===== config.mk =====
export PLATFORM = sky130hd
export DESIGN_NAME = motor_drive_fault_protection
export DESIGN_NICKNAME = d
export VERILOG_FILES = /design/src/include/fault_prot_pkg.sv /design/src/verilog/input_sync.sv /design/src/verilog/overload_timer.sv /design/src/verilog/motor_drive_fault_protection.sv
export SDC_FILE = /design/constraint.sdc
export NUM_CORES = 1
export LEC_CHECK = 0
export ABC_AREA = 1
export BUFFER_PORTS_ARGS = -buffer_cell sky130_fd_sc_hd__buf_2
export CAP_MARGIN = 20
export CORE_MARGIN = 2
export CORE_UTILIZATION = 55
export CTS_BUF_LIST = sky130_fd_sc_hd__clkbuf_8
export DETAILED_ROUTE_END_ITERATION = 16
export PLACE_DENSITY = 0.75
export SYNTH_ARGS = -nofsm -noshare
export SYNTH_HDL_FRONTEND = slang
export SYNTH_HIERARCHICAL = 1
export SYNTH_SLANG_ARGS = --single-unit

===== constraint.sdc =====
create_clock -name clk -period 3.09 [get_ports clk]
set_input_delay 0.1545 -clock clk [delete_from_list [all_inputs] [get_ports clk]]
set_output_delay 0.1545 -clock clk [all_outputs]
set_load 0.005 [all_outputs]

===== src/include/fault_prot_pkg.sv =====
// Shared constants for the motor drive fault-protection block
package fault_prot_pkg;
    // Overload timer setting field width
    localparam int SETTING_W        = 3;
    // Timer charge and discharge currents, microamps
    localparam int CHARGE_UA        = 40;
    localparam int DISCHARGE_UA     = 10;
    // Counter steps per clock while charging / discharging (4:1)
    localparam int CHARGE_STEP      = CHARGE_UA / DISCHARGE_UA;
    localparam int DISCHARGE_STEP   = 1;
    // Overload counter width
    localparam int OL_CNT_W         = 16;
    // Base trip count, scaled by (setting + 1)
    localparam int OL_TRIP_BASE     = 4096;
    // Comparator thresholds in millivolts, kept for reference
    localparam int OL_THRESH_MV     = 1400;
    localparam int CYC_THRESH_MV    = 1500;
    localparam int SHORT_THRESH_MV  = 2500;
    localparam int SYS_OV_MV        = 18000;
    localparam int SYS_UV_MV        = 8000;
    localparam int REG_UV_MV        = 4000;
    localparam int MOT_OV_ON_MV     = 4500;
    localparam int MOT_OV_OFF_MV    = 4000;
    // Short-circuit pulse count that trips the latch (three to four)
    localparam int SHORT_PULSES     = 3;
    localparam int SHORT_CNT_W      = 2;
    // Number of motor drive outputs
    localparam int DRIVE_W          = 6;
    // Synchroniser stage count
    localparam int SYNC_STAGES      = 3;
endpackage


===== src/verilog/input_sync.sv =====
// Three-stage synchroniser with agreement filter for one pin
`timescale 1ns/1ps
module input_sync #(
    parameter logic RESET_VALUE = 1'b0
) (
    // Clock and reset
    input  wire logic clk,
    input  wire logic reset_n,
    // Raw pin and filtered level
    input  wire logic pinIn,
    output logic      levelOut
);
    logic [2:0] stage_q;   // Synchroniser stages
    logic [2:0] stage_d;
    logic       level_q;   // Accepted level
    logic       level_d;

    // Shift in, accept a change once stages two and three agree
    always_comb begin
        stage_d = {stage_q[1:0], pinIn};
        level_d = level_q;
        if (stage_q[1] == stage_q[2]) begin
            level_d = stage_q[2];
        end
    end

    // Register stages
    always_ff @(posedge clk or negedge reset_n) begin
        if (!reset_n) begin
            stage_q <= {3{RESET_VALUE}};
            level_q <= RESET_VALUE;
        end else begin
            stage_q <= stage_d;
            level_q <= level_d;
        end
    end

    assign levelOut = level_q;
endmodule // input_sync


===== src/verilog/overload_timer.sv =====
// Saturating up/down overload timer with programmable trip level
`timescale 1ns/1ps
module overload_timer #(
    parameter int CNT_W = fault_prot_pkg::OL_CNT_W
) (
    // Clock and reset
    input  wire logic                               clk,
    input  wire logic                               reset_n,
    // Control
    input  wire logic                               overloaded,
    input  wire logic                               clear,
    input  wire logic [fault_prot_pkg::SETTING_W-1:0] setting,
    // Result
    output logic                                    tripped
);
    logic [CNT_W-1:0] count_q;  // Timer level
    logic [CNT_W-1:0] count_d;
    logic [CNT_W:0]   trip;     // Trip level for this setting
    logic [CNT_W:0]   sum;

    // Count up 4 per clock while overloaded, down 1 otherwise
    always_comb begin
        trip = (CNT_W+1)'(fault_prot_pkg::OL_TRIP_BASE)
               * (CNT_W+1)'({1'b0, setting} + 4'h1);
        sum  = {1'b0, count_q} + (CNT_W+1)'(fault_prot_pkg::CHARGE_STEP);
        count_d = count_q;
        if (clear) begin
            count_d = '0;
        end else if (overloaded) begin
            count_d = (sum >= trip) ? CNT_W'(trip - 1'b1)
                                     : sum[CNT_W-1:0];
        end else if (count_q != '0) begin
            count_d = count_q - CNT_W'(fault_prot_pkg::DISCHARGE_STEP);
        end
        tripped = ({1'b0, count_q} == trip - 1'b1);
    end

    // Register level
    always_ff @(posedge clk or negedge reset_n) begin
        if (!reset_n) begin
            count_q <= '0;
        end else begin
            count_q <= count_d;
        end
    end
endmodule // overload_timer


===== src/verilog/motor_drive_fault_protection.sv =====
// Fault protection for a three-phase motor drive
`timescale 1ns/1ps
module motor_drive_fault_protection (
    // Clock and reset
    input  wire logic                                 clk,
    input  wire logic                                 reset_n,
    // Comparator flags from analogue front end
    input  wire logic                                 overloadCmp,
    input  wire logic                                 cycleLimitCmp,
    input  wire logic                                 shortCircuitCmp,
    input  wire logic                                 sysOverCmp,
    input  wire logic                                 sysUnderCmp,
    input  wire logic                                 regUnderCmp,
    input  wire logic                                 motorOverHiCmp,
    input  wire logic                                 motorOverLoCmp,
    input  wire logic                                 timerPinTripCmp,
    input  wire logic                                 timerPinGrounded,
    // Control
    input  wire logic                                 free_start_control,
    input  wire logic                                 useInternalTimer,
    input  wire logic [fault_prot_pkg::SETTING_W-1:0] overload_time_setting,
    input  wire logic                                 pwmPeriodStart,
    input  wire logic [fault_prot_pkg::DRIVE_W-1:0]   driveIn,
    // Outputs
    output logic [fault_prot_pkg::DRIVE_W-1:0]        driveOut,
    output logic                                      forceMinDuty,
    output logic                                      timerChargeOn,
    output logic                                      timerDischargeOn,
    output logic                                      overvoltage_discharge_out,
    output logic                                      faultLatched,
    output logic                                      selfReset
);
    ////////////////////////////////////////////////////////////////////////
    // Comparator synchronisation
    localparam int NFLAG = 11;
    logic [NFLAG-1:0] rawFlags;   // Raw comparator and pin levels
    logic [NFLAG-1:0] syncFlags;  // Filtered levels
    assign rawFlags = {free_start_control, timerPinGrounded,
                       timerPinTripCmp, motorOverLoCmp, motorOverHiCmp,
                       regUnderCmp, sysUnderCmp, sysOverCmp,
                       shortCircuitCmp, cycleLimitCmp, overloadCmp};

    // One synchroniser per flag
    genvar gi;
    generate
        for (gi = 0; gi < NFLAG; gi++) begin : gSync
            input_sync #(.RESET_VALUE(1'b0)) uSync (
                .clk      (clk),
                .reset_n  (reset_n),
                .pinIn    (rawFlags[gi]),
                .levelOut (syncFlags[gi])
            );
        end
    endgenerate

    logic overS, cycS, shortS, sysOvS, sysUvS, regUvS;
    logic motHiS, motLoS, pinTripS, pinGndS, freeS;
    assign overS    = syncFlags[0];   // Above 1.4V
    assign cycS     = syncFlags[1];   // Above 1.5V
    assign shortS   = syncFlags[2];
    assign sysOvS   = syncFlags[3];
    assign sysUvS   = syncFlags[4];
    assign regUvS   = syncFlags[5];
    assign motHiS   = syncFlags[6];
    assign motLoS   = syncFlags[7];
    assign pinTripS = syncFlags[8];
    assign pinGndS  = syncFlags[9];
    assign freeS    = syncFlags[10];

    ////////////////////////////////////////////////////////////////////////
    // Overload timer
    logic intTrip;    // Internal counter at trip level
    logic olTrip;     // Overload trip from selected source
    logic restart;    // Free high then low seen

    // Internal timer, cleared on restart
    overload_timer #(.CNT_W(fault_prot_pkg::OL_CNT_W)) uTimer (
        .clk        (clk),
        .reset_n    (reset_n),
        .overloaded (overS),
        .clear      (restart || !useInternalTimer),
        .setting    (overload_time_setting),
        .tripped    (intTrip)
    );

    // Source select, and disable the external source when pin grounded
    assign olTrip = useInternalTimer ? intTrip
                  : (pinTripS && !pinGndS);

    ////////////////////////////////////////////////////////////////////////
    // Latch state machine
    typedef enum logic [2:0] {
        RUN   = 3'h1,
        LATCH = 3'h2,
        FREED = 3'h4
    } latch_t;
    latch_t state_q, state_d;

    // Short-circuit pulse counter
    logic [fault_prot_pkg::SHORT_CNT_W-1:0] shortCnt_q, shortCnt_d;
    logic shortSeen_q, shortSeen_d;   // Short seen this PWM period
    logic shortTrip;

    // Count consecutive PWM periods with short-circuit level
    always_comb begin
        shortSeen_d = shortSeen_q | shortS;
        shortCnt_d  = shortCnt_q;
        if (pwmPeriodStart) begin
            shortSeen_d = shortS;
            if (shortSeen_q) begin
                if (shortCnt_q != fault_prot_pkg::SHORT_CNT_W'(
                        fault_prot_pkg::SHORT_PULSES)) begin
                    shortCnt_d = shortCnt_q + 1'b1;
                end
            end else begin
                shortCnt_d = '0;
            end
        end
        if (state_q != RUN) begin
            shortCnt_d  = '0;
            shortSeen_d = 1'b0;
        end
        shortTrip = (shortCnt_q == fault_prot_pkg::SHORT_CNT_W'(
                     fault_prot_pkg::SHORT_PULSES));
    end

    // Latch on trip, release on free high then low
    always_comb begin
        state_d = state_q;
        restart = 1'b0;
        case (state_q)
            RUN: begin
                if (olTrip || shortTrip) begin
                    state_d = LATCH;
                end
            end
            LATCH: begin
                if (freeS) begin
                    state_d = FREED;
                end
            end
            FREED: begin
                if (!freeS) begin
                    state_d = RUN;
                    restart = 1'b1;
                end
            end
            default: begin
                state_d = RUN;
            end
        endcase
    end

    ////////////////////////////////////////////////////////////////////////
    // Motor supply over-voltage with hysteresis
    logic motOv_q, motOv_d;
    always_comb begin
        motOv_d = motOv_q;
        if (motHiS) begin
            motOv_d = 1'b1;
        end else if (!motLoS) begin
            motOv_d = 1'b0;
        end
    end

    ////////////////////////////////////////////////////////////////////////
    // Output computation
    logic [fault_prot_pkg::DRIVE_W-1:0] drive_d;
    logic driveOff, minDuty_d, chg_d, dis_d, overvoltage_discharge_out_d, uv_d;
    always_comb begin
        uv_d     = sysUvS;
        driveOff = (state_q != RUN) || sysOvS || sysUvS
                 || regUvS || motOv_q || freeS;
        drive_d  = driveOff ? '0 : driveIn;
        minDuty_d = cycS;
        chg_d    = overS && !pinGndS;
        dis_d    = !overS && !pinGndS;
        overvoltage_discharge_out_d   = motOv_q;
    end

    // Register all state and outputs
    always_ff @(posedge clk or negedge reset_n) begin
        if (!reset_n) begin
            state_q     <= RUN;
            shortCnt_q  <= '0;
            shortSeen_q <= 1'b0;
            motOv_q     <= 1'b0;
            driveOut    <= '0;
            forceMinDuty <= 1'b0;
            timerChargeOn <= 1'b0;
            timerDischargeOn <= 1'b0;
            overvoltage_discharge_out <= 1'b0;
            faultLatched <= 1'b0;
            selfReset   <= 1'b0;
        end else if (sysUvS) begin
            // Under-voltage holds the latch and short counter in reset with drive off
            state_q     <= RUN;
            shortCnt_q  <= '0;
            shortSeen_q <= 1'b0;
            motOv_q     <= motOv_d;
            driveOut    <= '0;
            forceMinDuty <= minDuty_d;
            timerChargeOn <= chg_d;
            timerDischargeOn <= dis_d;
            overvoltage_discharge_out <= overvoltage_discharge_out_d;
            faultLatched <= 1'b0;
            selfReset   <= uv_d;
        end else begin
            state_q     <= state_d;
            shortCnt_q  <= shortCnt_d;
            shortSeen_q <= shortSeen_d;
            motOv_q     <= motOv_d;
            driveOut    <= drive_d;
            forceMinDuty <= minDuty_d;
            timerChargeOn <= chg_d;
            timerDischargeOn <= dis_d;
            overvoltage_discharge_out <= overvoltage_discharge_out_d;
            faultLatched <= (state_d != RUN);
            selfReset   <= uv_d;
        end
    end

    ////////////////////////////////////////////////////////////////////////
    // Assertions
    a_trip_latches: assert property (@(posedge clk) disable iff (!reset_n)
        (state_q == RUN && olTrip && !sysUvS) |=> faultLatched)
        else $error("overload trip did not latch");
    a_short_latches: assert property (@(posedge clk) disable iff (!reset_n)
        (state_q == RUN && shortTrip && !sysUvS) |=> faultLatched)
        else $error("short trip did not latch");
    a_latch_off: assert property (@(posedge clk) disable iff (!reset_n)
        (state_q != RUN) |=> (driveOut == '0))
        else $error("drive active while latched");
    a_release_seq: assert property (@(posedge clk) disable iff (!reset_n)
        (state_q == LATCH && !freeS && !sysUvS) |=> (state_q == LATCH))
        else $error("latch released without free");
    a_min_duty: assert property (@(posedge clk) disable iff (!reset_n)
        cycS |=> forceMinDuty)
        else $error("cycle limit ignored");
    a_sys_ov_off: assert property (@(posedge clk) disable iff (!reset_n)
        sysOvS |=> (driveOut == '0))
        else $error("drive on in system over-voltage");
    a_sys_uv_off: assert property (@(posedge clk) disable iff (!reset_n)
        sysUvS |=> (driveOut == '0 && selfReset))
        else $error("under-voltage not handled");
    a_reg_uv_off: assert property (@(posedge clk) disable iff (!reset_n)
        regUvS |=> (driveOut == '0))
        else $error("drive on in regulator under-voltage");
    a_mot_ov_off: assert property (@(posedge clk) disable iff (!reset_n)
        motHiS |=> ##1 (driveOut == '0 && overvoltage_discharge_out))
        else $error("motor over-voltage not handled");
    a_mot_ov_clear: assert property (@(posedge clk) disable iff (!reset_n)
        (!motHiS && !motLoS) |=> ##1 !overvoltage_discharge_out)
        else $error("discharge output stuck");
    a_charge_dir: assert property (@(posedge clk) disable iff (!reset_n)
        (overS && !pinGndS) |=> (timerChargeOn && !timerDischargeOn))
        else $error("timer not charging");

    c_overload: cover property (@(posedge clk) disable iff (!reset_n)
        state_q == RUN ##1 state_q == LATCH);
    c_restart: cover property (@(posedge clk) disable iff (!reset_n)
        state_q == FREED ##1 state_q == RUN);
    c_short: cover property (@(posedge clk) disable iff (!reset_n)
        shortTrip);
    c_mot_ov: cover property (@(posedge clk) disable iff (!reset_n)
        motOv_q ##1 !motOv_q);
endmodule // motor_drive_fault_protection


-- Yosys cells after proc, flatten, opt, wreduce, memory -nomap -nowiden
Cells that the tools add are included.
- output and inout bits: 12
- logic and storage cells: 104
- register bits: 79
- bits of input ports: 24
- bitwise operators: 1
- reduce and logical (&&, ||, !) cells: 17
- order comparisons: 1
- add/subtract/negate cells: 5
- muxes and demuxes: 25
- equal/unequal tests: 21
- operator list (kind ; number):
    16-bit two-way mux ; 4
    16-bit by 3-bit adder with 17-bit output, second input constant ; 1
    16-bit by 17-bit == test with 1-bit output ; 1
    17-bit greater-or-equal comparator ; 1
    17-bit by 1-bit subtractor with 17-bit output, second input constant ; 1
    16-bit nonzero test ; 1
    16-bit by 1-bit subtractor with 16-bit output, second input constant ; 1
    3-bit two-way mux ; 4
    6-bit two-way mux ; 2
    1-bit == test ; 11
    2-bit two-way mux ; 5
    1-bit two-way mux ; 9
    3-bit case mux with 3 select lines ; 1
    1-bit logical OR ; 7
    3-bit by 1-bit != test with 1-bit output, second input constant ; 2
    3-bit nonzero test ; 2
    3-bit by 1-bit adder with 4-bit output, second input constant ; 1
    2-bit != test, second input constant ; 2
    4-bit by 1-bit != test with 1-bit output, second input constant ; 1
    3-bit by 1-bit == test with 1-bit output, second input constant ; 1
    3-bit by 2-bit == test with 1-bit output, second input constant ; 1
    3-bit == test, second input constant ; 1
    1-bit logical AND ; 3
    1-bit logical NOT ; 3
    other kinds (4) ; 4

-- Longest topological paths before layout
- depth after elaboration: 9
- gate-level depth with buffers: 20
- depth with buffers taken out: 19

-- Cells and area by module
Netlist, hierarchy kept.
- modules (own cells, without submodules) (module ; area an instance (µm²) ; cells each ; times used ; sequential area each (µm²)):
    overload_timer ; 1946.9 ; 321 ; 1 ; 400.4
    input_sync ; 116.4 ; 8 ; 11 ; 100.1
    motor_drive_fault_protection ; 794.5 ; 80 ; 1 ; 476.7

-- Worst setup path after synthesis
Ideal clock, no wire load.
- kind: flip-flop to flip-flop
- from: register uTimer.count_q[2]
- to: register uTimer.count_q[0]
- arrival: 2353 ps
- setup time: 117 ps
- required time: 2973 ps
- path buffers: 0
- setup slack: 621 ps
- cell stages (with the launch flop): 19
- period minus slack after synthesis: 2469 ps
- path through: dfrtp_1 > ha_1 > nand2_1 > nor2_4 > nand3_1 > xor2_1 > inv_1 > ha_1 > nand2_1 > nor3_1 > nand2_1 > nor2_1 > nand2_1 > nor2_2 > nor2_4 > nand2_1 > nand2_1 > nand2_1 > nand2_1
- longest elaborated chain between the ends: 5
- elaborated cells between the ends (all ways): 7
- classes of those cells: 1 x add/sub; 1 x order compare; 3 x mux; 2 x reduce/logical
- ends and longest elaborated chain (item ; RTL line ; source):
    start, declared ; overload_timer.sv:16 ; logic [CNT_W-1:0] count_q;
    start signal, assigned ; overload_timer.sv:43 ; count_q <= count_d;
    16-bit by 3-bit adder with 17-bit output ; overload_timer.sv:25 ; sum = {1'b0, count_q} + (CNT_W+1)'(fault_prot_pkg::CHARGE_STEP);
    17-bit greater-or-equal comparator ; overload_timer.sv:30 ; count_d = (sum >= trip) ? CNT_W'(trip - 1'b1)
    16-bit two-way mux ; overload_timer.sv:30 ;
    16-bit two-way mux ; overload_timer.sv:29 ; end else if (overloaded) begin
    16-bit two-way mux ; overload_timer.sv:27 ; if (clear) begin
Several ways; a longest one is shown, not always the timed one.
A chain may end at the register's enable or synchronous reset.

-- Worst setup path in the final report
Ends and elaborated chain as after synthesis.

==> metrics.md <==
| Metric | Value |
|---|---|
| First-pass iteration count of the detailed router | `5` |
| Total number of vias | `3279` |
| Critical path launch point type | `register` |
| Antenna cell count | `0` |
| Tcrit/Tclk final | `between 90% and 100%` |
| Initial DRC count | `around 180` |
| Hold WS | `between 15 and 20 ps` |
| Post-synth top area share | `48.54%` |
| Final ANT Viol Nets | `0` |
| CTS H-tree lvls | `3` |
| Share of cells above drive strength 1 | `between 15 and 20%` |
| Setup crit end kind | `register` |
| Pins Over Slew Limit | `0` |
| Worst Hold Class | `primary input to register` |
| Nets | `about 580` |
| Std-Cell Rows | `31` |
| Yosys reg bits | `~80` |
| Internal power | `1.672 mW` |
| Max Buffers Root-to-Sink | `2` |
| CP Data Arrival Time | `roughly 3100 ps` |
| PnR worst setup slack | `between 200 and 250 ps` |
| Max Cap Viol | `0` |
| First-pass GRT wire length | `13630 um` |
| Sw power | `about 950 uW` |
| Vias in the first global route | `approximately 3000` |
| Yosys top cell by area | `dfrtp_1` |
| Required @ worst endpoint | `about 3300 ps` |
| Power consumption | `about 2.6 mW` |
| Post-synth EDFFs | `0` |
| Static Leak | `between 2 and 2.5 nW` |
| Grt total ovfl | `0` |
| Maximum clock rate | `~350 MHz` |
| Top cells by area, synth | `dfrtp_1 49%, nand2_1 11%, inv_1 6.7%` |
| Vias per inst | `5.060` |
| RD Place Congestion | `around 0.9` |
| Final core occ | `64.80%` |
| CTS Buf Count | `9` |
| Num ports | `36` |
| Clk pwr share | `a little over a quarter` |
| Headroom to the max-slew limit | `approximately two thirds` |
| Placed insts | `around 620` |
| Die width | `89.51 um` |
| Core area | `7176 um^2` |
| Sink Count | `79` |
| Avg Synthesized Cell Area | `between 8 and 9 um^2` |
| PwrDens | `564.1 nW/um^2` |
| Worst-Margin Slew | `between 500 and 600 ps` |
| Total wire length | `roughly 8400 um` |
| Reg clk slew, reported paths | `approximately 90 ps` |
| Worst r2r dst | `uTimer/count_q[0]` |
| Critical Path End | `uTimer/count_q[0]` |
| Yosys Warn Count | `6` |
| Pre-CTS setup slack | `about 100 ps` |
| Post-DP Area | `4290 um^2` |
| Post-synth top cells | `113 x nand2_1, 78 x dfrtp_1, 72 x inv_1, 55 x nor2_1, 34 x nand3_1` |
| Hold Vio Cnt, Final | `0` |
| Worst vdd ir | `0.3489 mV` |
| Async SR Flop Fraction | `between 90% and 100%` |
| Sequential share of power | `a little under half` |
| Synth-to-Final Area Change | `15.62%` |
| WS Path Type | `register to register` |
| Cell area after layout | `about 4600 um^2` |
| Initial antenna violation count | `0` |
| Synthesized area | `slightly above 4000 um^2` |
| Unique cell type count in the Yosys netlist | `33` |
| Pin count of the biggest net entering global routing | `80` |
| Final setup viols | `0` |
| Ys flop type | `dfrtp_1` |
| RSZ-0062 raised after global routing | `no` |
| Starting density of the core | `approximately 56%` |
| Worst Setup SP | `uTimer/count_q[2]` |
| Largest fanout on the critical path | `8` |
| Hpwl dp | `approximately 6000 um` |
| Net Sw Frac | `36.26%` |
| Die area | `8011 um^2` |
| CTS tree | `done` |
| DRC | `0` |
| R2R depth | `18` |
| R2R Setup Slk | `230 ps` |
| Mapped Cells | `between 400 and 500` |
| CTS root buf | `clkbuf_8` |
| TNS Setup | `0 ps` |
| WL per Instance | `between 10 and 15 um` |
| Shortest period the worst path allows | `~2900 ps` |
| Die H | `just under 90 um` |
| Status | `finished clean` |
| Final non-filler cell total | `~650` |
| Clock latency on the worst-skew pair | `between 300 and 400 ps` |
| FF-to-FF Start | `uTimer/count_q[2]` |
| Top-count cell post-synth | `nand2_1` |
| Setup Skew | `approximately 15 ps` |
| Comb pwr share | `roughly 25%` |
| Seq/Total Area, Yosys | `between 40 and 50%` |
| Port Buffers | `35` |
| Mapped Nets | `524` |
| GRT Total Usage | `~22%` |
sequential cells by signal, summed over array words and instances, names as in the netlist:
signal,flops
driveOut,6
faultLatched,1
forceMinDuty,1
gSync.uSync/levelOut,11
gSync.uSync/stage_q,33
motOv_q,1
overvoltage_discharge_out,1
selfReset,1
shortCnt_q,2
shortSeen_q,1
state_q,3
timerChargeOn,1
timerDischargeOn,1
uTimer/count_q,16
power by group through the flow:
stage	combinational (mW)	clock, mW	sequential [mW]
global route	0.753	0.779	1.26
detailed placement	0.637	0	1.26
floorplan	0.506	0	1.21
global placement	0.627	0	1.26
CTS	0.652	0.729	1.24
finish	0.663	0.714	1.24
how the worst min path moves through the flow:
stage                startpoint                         to  slack, ps  cells after the start
detailed placement  overloadCmp  gSync[0].uSync/stage_q[0]        260                      1
global route         driveIn[4]                driveOut[4]         10                      3
global placement     sysOverCmp  gSync[3].uSync/stage_q[0]        260                      1
floorplan               reset_n                driveOut[0]       -140                      0
CTS                  driveIn[3]                driveOut[3]         10                      3
finish               driveIn[3]                driveOut[3]         20                      3
metal layers:
layer,vias up,share of wire (%),track usage (%)
met5,-,0,0
met4,0,2.0,9.227
met3,14,5.5,4.524
met2,102,48,35.96
met1,1518,44,29.48
li1,1645,-,-
layout by cell type, fill, tap and decap left out, types with 2 or more instances in the layout:
master	instances
dlygate4sd3_1	12
inv_6	2
clkinv_4	2
inv_1	72
nor3_1	9
buf_2	34
nand2_4	3
inv_2	3
a21oi_1	28
nor2_1	55
nand4_1	6
nand3_2	3
buf_4	4
xnor2_1	2
xor2_1	10
nor2_4	5
ha_1	11
nor3_2	8
nand2_1	113
clkbuf_8	9
o21ai_0	12
o21ai_1	5
nand2_2	6
nand3_1	33
dfrtp_1	77
clkinvlp_4	2
nor2_2	10
logic make-up after synthesis:
logic type,after synthesis,synth area share (%)
AO/OA/AOI/OAI,48,6.161
adder cells (fa/ha/maj),11,3.422
buffers and inverters,83,8.276
AND/OR/NAND/NOR,255,30.12
flip-flops,79,49.19
XOR/XNOR,13,2.831
critical path: stages (launching register included):
cell and delay [ps]:
dfrtp_2 450, ha_1 220, nand2_1 170, nor2_4 190
nand3_2 140, xor2_2 210, inv_1 60, ha_1 270
nand2_1 60, nor3_1 250, nand2_1 90, nor2_1 110
nand2_1 80, nor2_2 180, nor2_4 70, nand2_1 60
nand2_1 60, nand2_1 60, nand2_1 50
layout make-up:
cell class / instances / area [um^2]
well taps: 99 / 123.9
multi-input cells: 327 / 1723
flip-flops and latches: 79 / 1979
inverters: 76 / 285.3
repair buffers: 51 / 347.8
clock inverters: 7 / 66.31
clock buffers: 9 / 123.9
fillers: 606 / 2526
repair_timing:
item / in CTS / in global routing
hold buffers: 12 / 0
setup endpoints to repair: 0 / 16
gates resized for setup: 0 / 3
endpoints found under the hold margin: 19 / 0
buffers inserted: 0 / 1
Power figures use the tool's default switching activity.
